--- src/design/hsmc_pkg.sv ---
// package for the home search mode configuration block
// assumes a single 10 MHz core clock and an 8-bit command interface
package hsmc_pkg;
    // cycle counts as at a 16 MHz clock, times scale with the core clock
    localparam int TABLE_CLK_HZ = 16_000_000;
    localparam logic [7:0] CMD_STEP_PARAMS = 8'h23;
    localparam logic [7:0] CMD_STOP_TIMER_PARAMS = 8'h24;
    localparam logic [15:0] PARAMS_RESET = 16'h0000;
    // first parameter bit positions
    localparam int B_S1_EN = 0;
    localparam int B_S1_DIR = 1;
    localparam int B_S1_SIG = 2;
    localparam int B_S2_EN = 4;
    localparam int B_S2_DIR = 5;
    localparam int B_S2_SIG = 6;
    localparam int B_S2_DCC = 7;
    localparam int B_S2_RC = 8;
    localparam int B_S2_LC = 9;
    localparam int B_S3_EN = 10;
    localparam int B_S3_DIR = 11;
    localparam int B_S3_DCC = 12;
    localparam int B_S3_RC = 13;
    localparam int B_S3_LC = 14;
    localparam int B_S4_EN = 15;
    // second parameter bit positions
    localparam int B_SAND = 0;
    localparam int B_END_RC = 1;
    localparam int B_END_LC = 2;
    localparam int B_POL = 3;
    localparam int B_PW = 4;
    localparam int B_TMR_EN = 7;
    localparam int B_TMR = 8;
    localparam int B_H2_USED = 11;
    // times in microseconds
    localparam int PW_US [8] = '{10, 20, 100, 200, 1000, 2000, 10000, 20000};
    localparam int TMR_US [8] = '{1000, 2000, 10000, 20000, 100000, 200000, 500000,
        1000000};
    localparam int CYC_PER_US = TABLE_CLK_HZ / 1_000_000;
    localparam int CNT_W = 24;
    typedef enum logic [2:0] {
        HSMC_IDLE = 3'b000,
        HSMC_STEP1 = 3'b001,
        HSMC_STEP2 = 3'b010,
        HSMC_STEP3 = 3'b011,
        HSMC_STEP4 = 3'b100,
        HSMC_WAIT = 3'b101
    } hsmc_state_t;
endpackage

--- src/design/hsmc_home_search.sv ---
// home search mode parameters and their application to one axis
// assumes search inputs active high after level config, counters outside
module hsmc_home_search
    import hsmc_pkg::*;
(
    input wire logic core_clk,
    input wire logic nrst,
    input wire logic [15:0] writeData,
    input wire logic [7:0] cmdCode,
    input wire logic cmdStrobe,
    input wire logic searchStart,
    input wire logic stepDone,
    input wire logic stopInputZero,
    input wire logic stopInputOne,
    input wire logic stopInputTwo,
    input wire logic limitPlus,
    input wire logic limitMinus,
    output logic [15:0] homeStepParams,
    output logic [15:0] homeStopTimerParams,
    output logic [2:0] activeStep,
    output logic driveMinus,
    output logic driveRun,
    output logic deviationClearOutput,
    output logic realCounterClear,
    output logic logicalCounterClear,
    output logic searchBusy
);
    hsmc_state_t state_reg;
    hsmc_state_t retState_reg;
    logic [15:0] step_reg;
    logic [15:0] stopTmr_reg;
    logic [4:0] pinMeta_reg, pinSync_reg;
    logic s2Prev_reg;
    logic [CNT_W-1:0] pulseCnt_reg;
    logic [CNT_W-1:0] waitCnt_reg;
    logic pulseOn_reg;
    logic detect;
    logic [2:0] nextStep;
    logic s0, s1, s2, lp, lm;

    function automatic logic [CNT_W-1:0] usToCycles(input int us);
        int c;
        c = us * CYC_PER_US;
        if (c < 1)
        begin
            c = 1;
        end
        return CNT_W'(c);
    endfunction

    // pick limit for a direction
    function automatic logic limitFor(input logic dirMinus, input logic p, input logic m);
        return dirMinus ? m : p;
    endfunction

    assign {lm, lp, s2, s1, s0} = pinSync_reg;

    // parameter writes
    always_ff @(posedge core_clk or negedge nrst)
    begin
        if (!nrst)
        begin
            step_reg <= PARAMS_RESET;
            stopTmr_reg <= PARAMS_RESET;
        end
        else if (cmdStrobe)
        begin
            if (cmdCode == CMD_STEP_PARAMS)
            begin
                step_reg <= writeData;
            end
            else if (cmdCode == CMD_STOP_TIMER_PARAMS)
            begin
                stopTmr_reg <= writeData;
            end
        end
    end

    // input synchronisers
    always_ff @(posedge core_clk or negedge nrst)
    begin
        if (!nrst)
        begin
            pinMeta_reg <= 5'h00;
            pinSync_reg <= 5'h00;
            s2Prev_reg <= 1'b0;
        end
        else
        begin
            pinMeta_reg <= {limitMinus, limitPlus, stopInputTwo, stopInputOne, stopInputZero};
            pinSync_reg <= pinMeta_reg;
            s2Prev_reg <= s2;
        end
    end

    // detection per step
    always_comb
    begin
        detect = 1'b0;
        case (state_reg)
            HSMC_STEP1:
            begin
                case (step_reg[B_S1_SIG +: 2])
                    2'b00: detect = s0;
                    2'b01: detect = s1;
                    2'b10: detect = limitFor(step_reg[B_S1_DIR], lp, lm);
                    default: detect = 1'b0;
                endcase
            end
            HSMC_STEP2:
            begin
                if (step_reg[B_S2_SIG])
                begin
                    detect = limitFor(step_reg[B_S2_DIR], lp, lm);
                end
                else
                begin
                    detect = s1;
                end
            end
            HSMC_STEP3:
            begin
                if (stopTmr_reg[B_SAND] && !step_reg[B_S2_SIG])
                begin
                    detect = s2 && !s2Prev_reg && s1;
                end
                else
                begin
                    detect = s2 && !s2Prev_reg;
                end
            end
            HSMC_STEP4:
            begin
                detect = stepDone;
            end
            default: detect = 1'b0;
        endcase
    end

    // first enabled step at or after a given one
    function automatic logic [2:0] firstFrom(input logic [2:0] from, input logic [15:0] p);
        logic [2:0] r;
        r = 3'd0;
        if (from <= 3'd1 && p[B_S1_EN])
        begin
            r = 3'd1;
        end
        else if (from <= 3'd2 && p[B_S2_EN])
        begin
            r = 3'd2;
        end
        else if (from <= 3'd3 && p[B_S3_EN])
        begin
            r = 3'd3;
        end
        else if (from <= 3'd4 && p[B_S4_EN])
        begin
            r = 3'd4;
        end
        return r;
    endfunction

    assign nextStep = firstFrom(3'(state_reg) + 3'd1, step_reg);

    function automatic hsmc_state_t toState(input logic [2:0] s);
        hsmc_state_t t;
        case (s)
            3'd1: t = HSMC_STEP1;
            3'd2: t = HSMC_STEP2;
            3'd3: t = HSMC_STEP3;
            3'd4: t = HSMC_STEP4;
            default: t = HSMC_IDLE;
        endcase
        return t;
    endfunction

    // step sequencer
    always_ff @(posedge core_clk or negedge nrst)
    begin
        if (!nrst)
        begin
            state_reg <= HSMC_IDLE;
            retState_reg <= HSMC_IDLE;
            waitCnt_reg <= '0;
        end
        else
        begin
            case (state_reg)
                HSMC_IDLE:
                begin
                    if (searchStart)
                    begin
                        state_reg <= toState(firstFrom(3'd1, step_reg));
                    end
                end
                HSMC_STEP1, HSMC_STEP2, HSMC_STEP3, HSMC_STEP4:
                begin
                    if (detect)
                    begin
                        if (stopTmr_reg[B_TMR_EN] && nextStep != 3'd0)
                        begin
                            retState_reg <= toState(nextStep);
                            waitCnt_reg <= usToCycles(TMR_US[stopTmr_reg[B_TMR +: 3]]);
                            state_reg <= HSMC_WAIT;
                        end
                        else
                        begin
                            state_reg <= toState(nextStep);
                        end
                    end
                end
                HSMC_WAIT:
                begin
                    if (waitCnt_reg <= CNT_W'(1))
                    begin
                        state_reg <= retState_reg;
                    end
                    else
                    begin
                        waitCnt_reg <= waitCnt_reg - CNT_W'(1);
                    end
                end
                default: state_reg <= HSMC_IDLE;
            endcase
        end
    end

    // clear pulse and counter clears
    always_ff @(posedge core_clk or negedge nrst)
    begin
        if (!nrst)
        begin
            pulseOn_reg <= 1'b0;
            pulseCnt_reg <= '0;
            realCounterClear <= 1'b0;
            logicalCounterClear <= 1'b0;
        end
        else
        begin
            realCounterClear <= 1'b0;
            logicalCounterClear <= 1'b0;
            if (detect && state_reg == HSMC_STEP2)
            begin
                realCounterClear <= step_reg[B_S2_RC];
                logicalCounterClear <= step_reg[B_S2_LC];
            end
            else if (detect && state_reg == HSMC_STEP3)
            begin
                realCounterClear <= step_reg[B_S3_RC];
                logicalCounterClear <= step_reg[B_S3_LC];
            end
            if (detect && nextStep == 3'd0 && stopTmr_reg[B_END_RC])
                realCounterClear <= 1'b1;
            if (detect && nextStep == 3'd0 && stopTmr_reg[B_END_LC])
                logicalCounterClear <= 1'b1;
            if (detect && ((state_reg == HSMC_STEP2 && step_reg[B_S2_DCC])
                || (state_reg == HSMC_STEP3 && step_reg[B_S3_DCC])))
            begin
                pulseOn_reg <= 1'b1;
                pulseCnt_reg <= usToCycles(PW_US[stopTmr_reg[B_PW +: 3]]);
            end
            else if (pulseOn_reg)
            begin
                if (pulseCnt_reg <= CNT_W'(1))
                begin
                    pulseOn_reg <= 1'b0;
                end
                pulseCnt_reg <= pulseCnt_reg - CNT_W'(1);
            end
        end
    end

    // registered outputs
    always_ff @(posedge core_clk or negedge nrst)
    begin
        if (!nrst)
        begin
            homeStepParams <= PARAMS_RESET;
            homeStopTimerParams <= PARAMS_RESET;
            activeStep <= 3'h0;
            driveMinus <= 1'b0;
            driveRun <= 1'b0;
            deviationClearOutput <= 1'b0;
            searchBusy <= 1'b0;
        end
        else
        begin
            homeStepParams <= step_reg;
            homeStopTimerParams <= stopTmr_reg;
            activeStep <= (state_reg == HSMC_WAIT) ? 3'h0 : 3'(state_reg);
            driveRun <= state_reg != HSMC_IDLE && state_reg != HSMC_WAIT;
            searchBusy <= state_reg != HSMC_IDLE;
            deviationClearOutput <= pulseOn_reg ^ stopTmr_reg[B_POL];
            case (state_reg)
                HSMC_STEP1: driveMinus <= step_reg[B_S1_DIR];
                HSMC_STEP2: driveMinus <= step_reg[B_S2_DIR];
                HSMC_STEP3: driveMinus <= step_reg[B_S3_DIR];
                default: driveMinus <= 1'b0;
            endcase
        end
    end

    a_reset_zero: assert property (@(posedge core_clk) $rose(nrst)
        |-> step_reg == 16'h0000 && stopTmr_reg == 16'h0000)
        else $error("parameters not zero after reset");
    a_write_step: assert property (@(posedge core_clk) disable iff (!nrst)
        cmdStrobe && cmdCode == CMD_STEP_PARAMS |=> step_reg == $past(writeData))
        else $error("step parameter write lost");
    a_skip_step1: assert property (@(posedge core_clk) disable iff (!nrst)
        state_reg == HSMC_IDLE && searchStart && !step_reg[0] |=> state_reg != HSMC_STEP1)
        else $error("disabled step one entered");
    a_skip_step2: assert property (@(posedge core_clk) disable iff (!nrst)
        state_reg == HSMC_STEP2 |-> step_reg[4])
        else $error("disabled step two running");
    a_skip_step3: assert property (@(posedge core_clk) disable iff (!nrst)
        state_reg == HSMC_STEP3 |-> step_reg[10])
        else $error("disabled step three running");
    a_skip_step4: assert property (@(posedge core_clk) disable iff (!nrst)
        state_reg == HSMC_STEP4 |-> step_reg[15])
        else $error("disabled step four running");
    a_dir_step1: assert property (@(posedge core_clk) disable iff (!nrst)
        state_reg == HSMC_STEP1 |=> driveMinus == $past(step_reg[1]))
        else $error("step one direction wrong");
    a_sand_hold: assert property (@(posedge core_clk) disable iff (!nrst)
        state_reg == HSMC_STEP3 && stopTmr_reg[0] && !step_reg[6] && !s1
        |-> !detect)
        else $error("stop-and ignored");
    a_pulse_pol: assert property (@(posedge core_clk) disable iff (!nrst)
        !pulseOn_reg && !$rose(nrst) ##1 !$changed(stopTmr_reg[3])
        |-> deviationClearOutput == stopTmr_reg[3])
        else $error("clear pulse idle level wrong");
    a_pulse_width: assert property (@(posedge core_clk) disable iff (!nrst)
        $rose(pulseOn_reg) && stopTmr_reg[6:4] == 3'd0 |-> pulseOn_reg [*8])
        else $error("clear pulse too short");
    a_no_timer: assert property (@(posedge core_clk) disable iff (!nrst)
        !stopTmr_reg[7] && state_reg != HSMC_WAIT |=> state_reg != HSMC_WAIT)
        else $error("wait without timer enable");
    a_step2_clear: assert property (@(posedge core_clk) disable iff (!nrst)
        state_reg == HSMC_STEP2 && detect && step_reg[8] |=> realCounterClear)
        else $error("step two real clear missing");

    c_full_search: cover property (@(posedge core_clk) state_reg == HSMC_STEP4 && detect);
    c_wait_used: cover property (@(posedge core_clk) state_reg == HSMC_WAIT);
    c_pulse: cover property (@(posedge core_clk) $fell(pulseOn_reg));
endmodule

--- config.mk ---
export PLATFORM = sky130hd
export DESIGN_NAME = hsmc_home_search
export DESIGN_NICKNAME = d
export VERILOG_FILES = /design/src/design/hsmc_pkg.sv /design/src/design/hsmc_home_search.sv
export SDC_FILE = /design/constraint.sdc
export NUM_CORES = 1
export LEC_CHECK = 0
export BUFFER_PORTS_ARGS = -buffer_cell sky130_fd_sc_hd__buf_4
export CAP_MARGIN = 0
export CORE_AREA = 3 3 120 134
export DETAILED_ROUTE_END_ITERATION = 12
export DIE_AREA = 0 0 123 137
export GPL_TIMING_DRIVEN = 1
export PLACE_DENSITY = 0.69
export SKIP_CTS_REPAIR_TIMING = 1
export SLEW_MARGIN = 25
export SYNTH_ARGS = -nofsm -noshare
export SYNTH_HDL_FRONTEND = slang
export SYNTH_SLANG_ARGS = --single-unit
--- constraint.sdc ---
create_clock -name core_clk -period 3.15 [get_ports core_clk]
set_clock_uncertainty 0.2 [all_clocks]
set_input_delay 0.63 -clock core_clk [delete_from_list [all_inputs] [get_ports core_clk]]
set_output_delay 0.63 -clock core_clk [all_outputs]
set_load 0.005 [all_outputs]
## Word level (Yosys, flattened, before mapping)

Memories as Yosys holds them, arrays and structs flattened.
Cells that the tools add are included.

- Register bits: 139
- Bits of input ports: 34
- Memories: 2
- Memory bits (read-only): 512
- Output and inout port bits: 41

- Bitwise gates (word level): 4
- Reductions and logical operators: 33
- Eq/ne operators: 23
- Multiplexer cells: 46
- Order comparisons: 10
- Add/subtract/negate cells: 3

Memories:

| memory | depth | bits a word | read ports | clocked after Yosys merged registers in | write ports | RTL line | text |
|---|---|---|---|---|---|---|---|
| (no name shown) | 8 | 32 | 1 | 0 | 0 | hsmc_home_search.sv:260 | `pulseCnt_reg <= usToCycles(PW_US[stopTmr_reg[B_PW +: 3]]);` |
| (no name shown) | 8 | 32 | 1 | 0 | 0 | hsmc_home_search.sv:203 | `waitCnt_reg <= usToCycles(TMR_US[stopTmr_reg[B_TMR +: 3]]);` |

Operator list:

| operator | number |
|---|---|
| 24-bit 2-to-1 mux | 7 |
| 28-bit 2-to-1 mux | 4 |
| 32-bit by 2-bit less-than comparator with 1-bit output, second input constant | 2 |
| 24-bit by 1-bit <= comparator with 1-bit output, second input constant | 2 |
| 24-bit one-hot mux with 2 select lines | 1 |
| 24-bit by 1-bit subtractor with 24-bit output, second input constant | 2 |
| 3-bit 2-to-1 mux | 15 |
| 3-bit one-hot mux with 4 select lines | 2 |
| 3-bit by 2-bit == test with 1-bit output, second input constant | 6 |
| 1-bit logical AND | 17 |
| 8-bit by 6-bit == test with 1-bit output, second input constant | 2 |
| 1-bit 2-to-1 mux | 13 |
| 3-bit == test, second input constant | 4 |
| 2-bit inequality test, second input constant | 5 |
| 3-bit by 1-bit == test with 1-bit output, second input constant | 3 |
| 3-bit one-hot mux with 3 select lines | 1 |
| 3-bit AND reduction | 3 |
| 4-bit greater-or-equal comparator, second input constant | 2 |
| 3-bit NOT with 4-bit output | 2 |
| 3-bit by 2-bit <= comparator with 1-bit output, second input constant | 2 |
| 3-bit zero test | 2 |
| 1-bit one-hot mux with 3 select lines | 2 |
| 3-bit nonzero test | 2 |
| 1-bit one-hot mux with 4 select lines | 1 |
| other kinds (15) | 17 |

## Depth between registers and ports, before layout

- Word-level depth: 12
- Gate-level depth with buffers: 11

## Least setup slack after synthesis

OpenSTA, ideal clock, no wires.

- Path kind: reg2reg
- Start point: reg state_reg[0]
- End point: reg waitCnt_reg[9]
- Path buffers: 1
- Slack: 580 ps
- Data required time: 2829 ps
- Period minus slack after synthesis: 2570 ps
- Setup time: 121 ps
- Stages on the path, launching flop included: 10
- Arrival time: 2249 ps
- Cells stage by stage: dfrtp_1 ha_1 ha_1 and2_1 o2bb2ai_1 o31ai_4 o21a_1 buf_4 a21oi_1 a22o_1

- Word-level cells in the longest chain between the ends: 11

RTL lines:

| item | RTL line | text |
|---|---|---|
| from (decl) | hsmc_home_search.sv:28 | `hsmc_state_t state_reg;` |
| from (signal assigned) | hsmc_home_search.sv:193 | `state_reg <= toState(firstFrom(3'd1, step_reg));` |
| from (signal assigned) | hsmc_home_search.sv:208 | `state_reg <= toState(nextStep);` |
| from (signal assigned) | hsmc_home_search.sv:216 | `state_reg <= retState_reg;` |
| 3-bit by 1-bit adder with 3-bit output | hsmc_home_search.sv:163 | `assign nextStep = firstFrom(3'(state_reg) + 3'd1, step_reg);` |
| 3-bit <= comparator | hsmc_home_search.sv:156 | `else if (from <= 3'd4 && p[B_S4_EN])` |
| 1-bit logical AND | hsmc_home_search.sv:156 |  |
| 3-bit 2-to-1 mux | hsmc_home_search.sv:156 |  |
| 3-bit 2-to-1 mux | hsmc_home_search.sv:152 | `else if (from <= 3'd3 && p[B_S3_EN])` |
| 3-bit 2-to-1 mux | hsmc_home_search.sv:148 | `else if (from <= 3'd2 && p[B_S2_EN])` |
| 3-bit 2-to-1 mux | hsmc_home_search.sv:144 | `if (from <= 3'd1 && p[B_S1_EN])` |
| 3-bit nonzero test | hsmc_home_search.sv:200 | `if (stopTmr_reg[B_TMR_EN] && nextStep != 3'd0)` |
| 1-bit logical AND | hsmc_home_search.sv:200 |  |
| 2-bit inequality test (no source line) | -- |  |
| 4-bit AND reduction (no source line) | -- |  |
| to (signal assigned) | hsmc_home_search.sv:203 |  |
| to (signal assigned) | hsmc_home_search.sv:220 | `waitCnt_reg <= waitCnt_reg - CNT_W'(1);` |
| to (decl) | hsmc_home_search.sv:35 | `logic [CNT_W-1:0] waitCnt_reg;` |

Several ways; a longest one is shown, not always the timed one.
A chain may end at the register's enable or synchronous reset.

## Worst setup path after layout

- Start point: reg state_reg[0]
- End point: reg waitCnt_reg[12]

Same word-level chain as after synthesis.

==> key figures <==
Critical path
  • Worst Setup End Kind: flip-flop
  • Max FO, Critical Path: 8
  • Setup crit start kind: flip-flop
  • Kind of critical path: flip-flop to flip-flop
  • Critical path data required time: 3.26 ns
  • Worst path arrival time: 3.10 ns

Synthesis
  • Sequential share of the synthesized area: 52.59%
  • Share of the synthesized area in the top cell type: 52.59%
  • Yosys warning count: 0
  • Distinct cells, synth: 76
  • Ys async rst share: 100.0%
  • Syn Std Cell Area: 6614 um2
  • Synth cell count leaders: 139 x dfrtp_1, 56 x nor2_1, 41 x nand2_1, 36 x o21ai_0, 22 x mux2_2
  • Post-synth EDFFs: 0
  • Area contributors post-synth: dfrtp_1 53%, ha_1 3.8%, mux2_2 3.7%
  • Seq cells post-synth: 139
  • Most common cell in the netlist: dfrtp_1
  • Primary FF master, synth: dfrtp_1
  • Post-Syn Nets: 648
  • Cells after Synth: 594
  • Avg Cell Area, Syn: 11.13 um2
  • Cell taking the most area after synthesis: dfrtp_1

Placement
  • Number of I/O port buffers: 74
  • Place WS: 0.1871 ns
  • HPWL after detailed placement: 11280 um
  • Placer Congestion: 0.9492

STA
  • Max Slew Vio Count: 0
  • Period utilization: 94.92%
  • Tightest Pin Transition: 0.6240 ns
  • Setup repair after global routing missed its margin: false
  • Final hold vios: 0
  • Fmax: 334.4 MHz
  • Setup Total Neg Slack: 0 ns
  • Rel. slew slack: 58.25%
  • # setup viols final: 0
  • Fin crit period: 2.990 ns
  • Setup WS post-layout: 0.1600 ns

Finish
  • Nets: 726
  • N_diodes: 0
  • Layout cells sized above 1: 26.86%
  • P&R area growth vs syn: 20.56%

GRT
  • Number of global-route vias before repair: 4924
  • GRT Overall Usage: 19.79%
  • First-pass GRT wire length: 25660 um
  • Gr ovfl total: 0
  • Initial antenna violation count: 0
  • Largest net degree at the start of global routing: 57

Clocking
  • Total CTS buffers: 17
  • TritonCTS clock tree: done
  • Clock root cell: clkbuf_16
  • Clock tree buffer depth: 2
  • Clk slew on worst S/H paths: 0.06 ns
  • Skew-Pair Late Insertion Delay: 0.42 ns
  • CTS H-tree lvls: 4
  • Clock Sinks: 139

Hold path
  • Worst hold path type: primary input to flip-flop

Power
  • Cell internal pwr: 3676 uW
  • Peak VDD IR: 437.6 uV
  • Sequential share of power: 42.1%
  • P per Cell Area: 659.7 nW/um2
  • P_sw: 1585 uW
  • Clock power frac: 38.2%
  • Logic pwr share: 19.7%
  • Total Power: 5261 uW
  • Switching fraction of total power: 30.13%
  • Pleak: 0.003650 uW

Floorplan
  • Starting Density: 44.45%
  • CORE AREA: 14880 um2
  • Num rows: 47
  • Die X-Extent: 123 um
  • Die Y: 137 um
  • Die area: 16850 um2
  • Top Ports: 75

Drt
  • DR WL/cell: 17.95 um
  • Remaining DRCs: 0
  • Routed via count: 4934
  • Starting DRT DRC Count: 565
  • Final WL: 15820 um
  • Post-DRT Antenna Nets: 0
  • Pre-Repair DR Iteration Count: 6
  • Post-DR vias/cell: 5.600

Flow run
  • MaxCap Viol Count: 0

Status
  • Outcome: finished, final reports clean
## layout by cell type (no fill, tap or decap), drive strengths merged, types with 5 or more instances in the layout
cell type and instances:
clkbuf 17, clkinvlp 5, a32oi 5, nand3b 6, nand2b 5, o21ai 41
nor2 59, nor3 26, inv 14, or3 11, a211oi 7, nor4 7
xnor2 13, nand3 9, a31oi 19, dfrtp 139, xor2 11, a21oi 23
mux2i 5, ha 20, nor2b 7, mux2 32, nand2 42, buf 87
clkinv 6
## stage by stage
stage | area [um2] | hold slack (ns) | std cells | utilization [%]
CTS | 7964 | -0.1163 | 880 | 53.53
detailed placement | 7365 | 0.1426 | 848 | 49.50
floorplan | 6614 | 0.1312 | 594 | -
global placement | 7365 | 0.1324 | 848 | 49.50
finish | 7974 | 0.1110 | 881 | 53.60
global route | 7974 | 0.09694 | 881 | 53.60
## cell type report
cell class                      count  area (um2)
Inverter                           13       48.80
Timing Repair Buffer               88       679.4
Clock buffer                       17       425.4
Fill cell                        1273        6904
Clock inverter                     15       173.9
Tap cell                          196       245.2
Sequential cell                   139        3478
Multi-Input combinational cell    413        2923
## layer usage
metal	vias up	track usage, %	routed length (um)
met1	2433	24.57	6543
li1	2301	-	-
met5	-	0	0
met2	170	34.15	8129
met4	0	7.323	325
met3	30	3.845	819
## worst paths after layout
| check | startpoint | to | slack (ns) | cells after the start |
|---|---|---|---|---|
| setup / recovery | state_reg[0] | waitCnt_reg[12] | 0.16 | 9 |
| hold / removal | stopInputTwo | pinMeta_reg[2] | 0.11 | 1 |
| min in group asynchronous | nrst | pulseCnt_reg[6] | 0.46 | 2 |
| max in group asynchronous | nrst | step_reg[2] | 1.57 | 3 |
| setup reg to reg | state_reg[0] | waitCnt_reg[12] | 0.16 | 9 |
| hold reg to reg | pinMeta_reg[4] | pinSync_reg[4] | 0.15 | 0 |
## logic make-up (layout without fill, tap and decap cells)
family	after synthesis	in the layout	share of synthesized area, %
buffers and inverters	42	133	3.311
AOI/OAI and AO/OA	136	136	13.87
adders and majority gates	20	20	3.784
and+or+nand+nor	196	196	16.50
DFF	139	139	52.59
muxes	37	37	6.773
xor gates and xnor gates	24	24	3.178
## critical path, cell delays in order (launching register included)
cell and delay (ns):
dfrtp_1 0.43, ha_1 0.23, ha_1 0.34, and2_1 0.19, o2bb2ai_1 0.21, o31ai_4 0.45, o21a_1 0.39, buf_4 0.23
nor2_1 0.05, o32a_1 0.16
## power by group through the flow
stage / combinational [uW] / clock, uW / sequential (uW)
floorplan: 707 / 0 / 2180
global placement: 994 / 0 / 2220
detailed placement: 1030 / 0 / 2240
CTS: 1040 / 2050 / 2210
global route: 1150 / 2130 / 2250
finish: 1040 / 2010 / 2220
(Power assumes the default switching activity.)
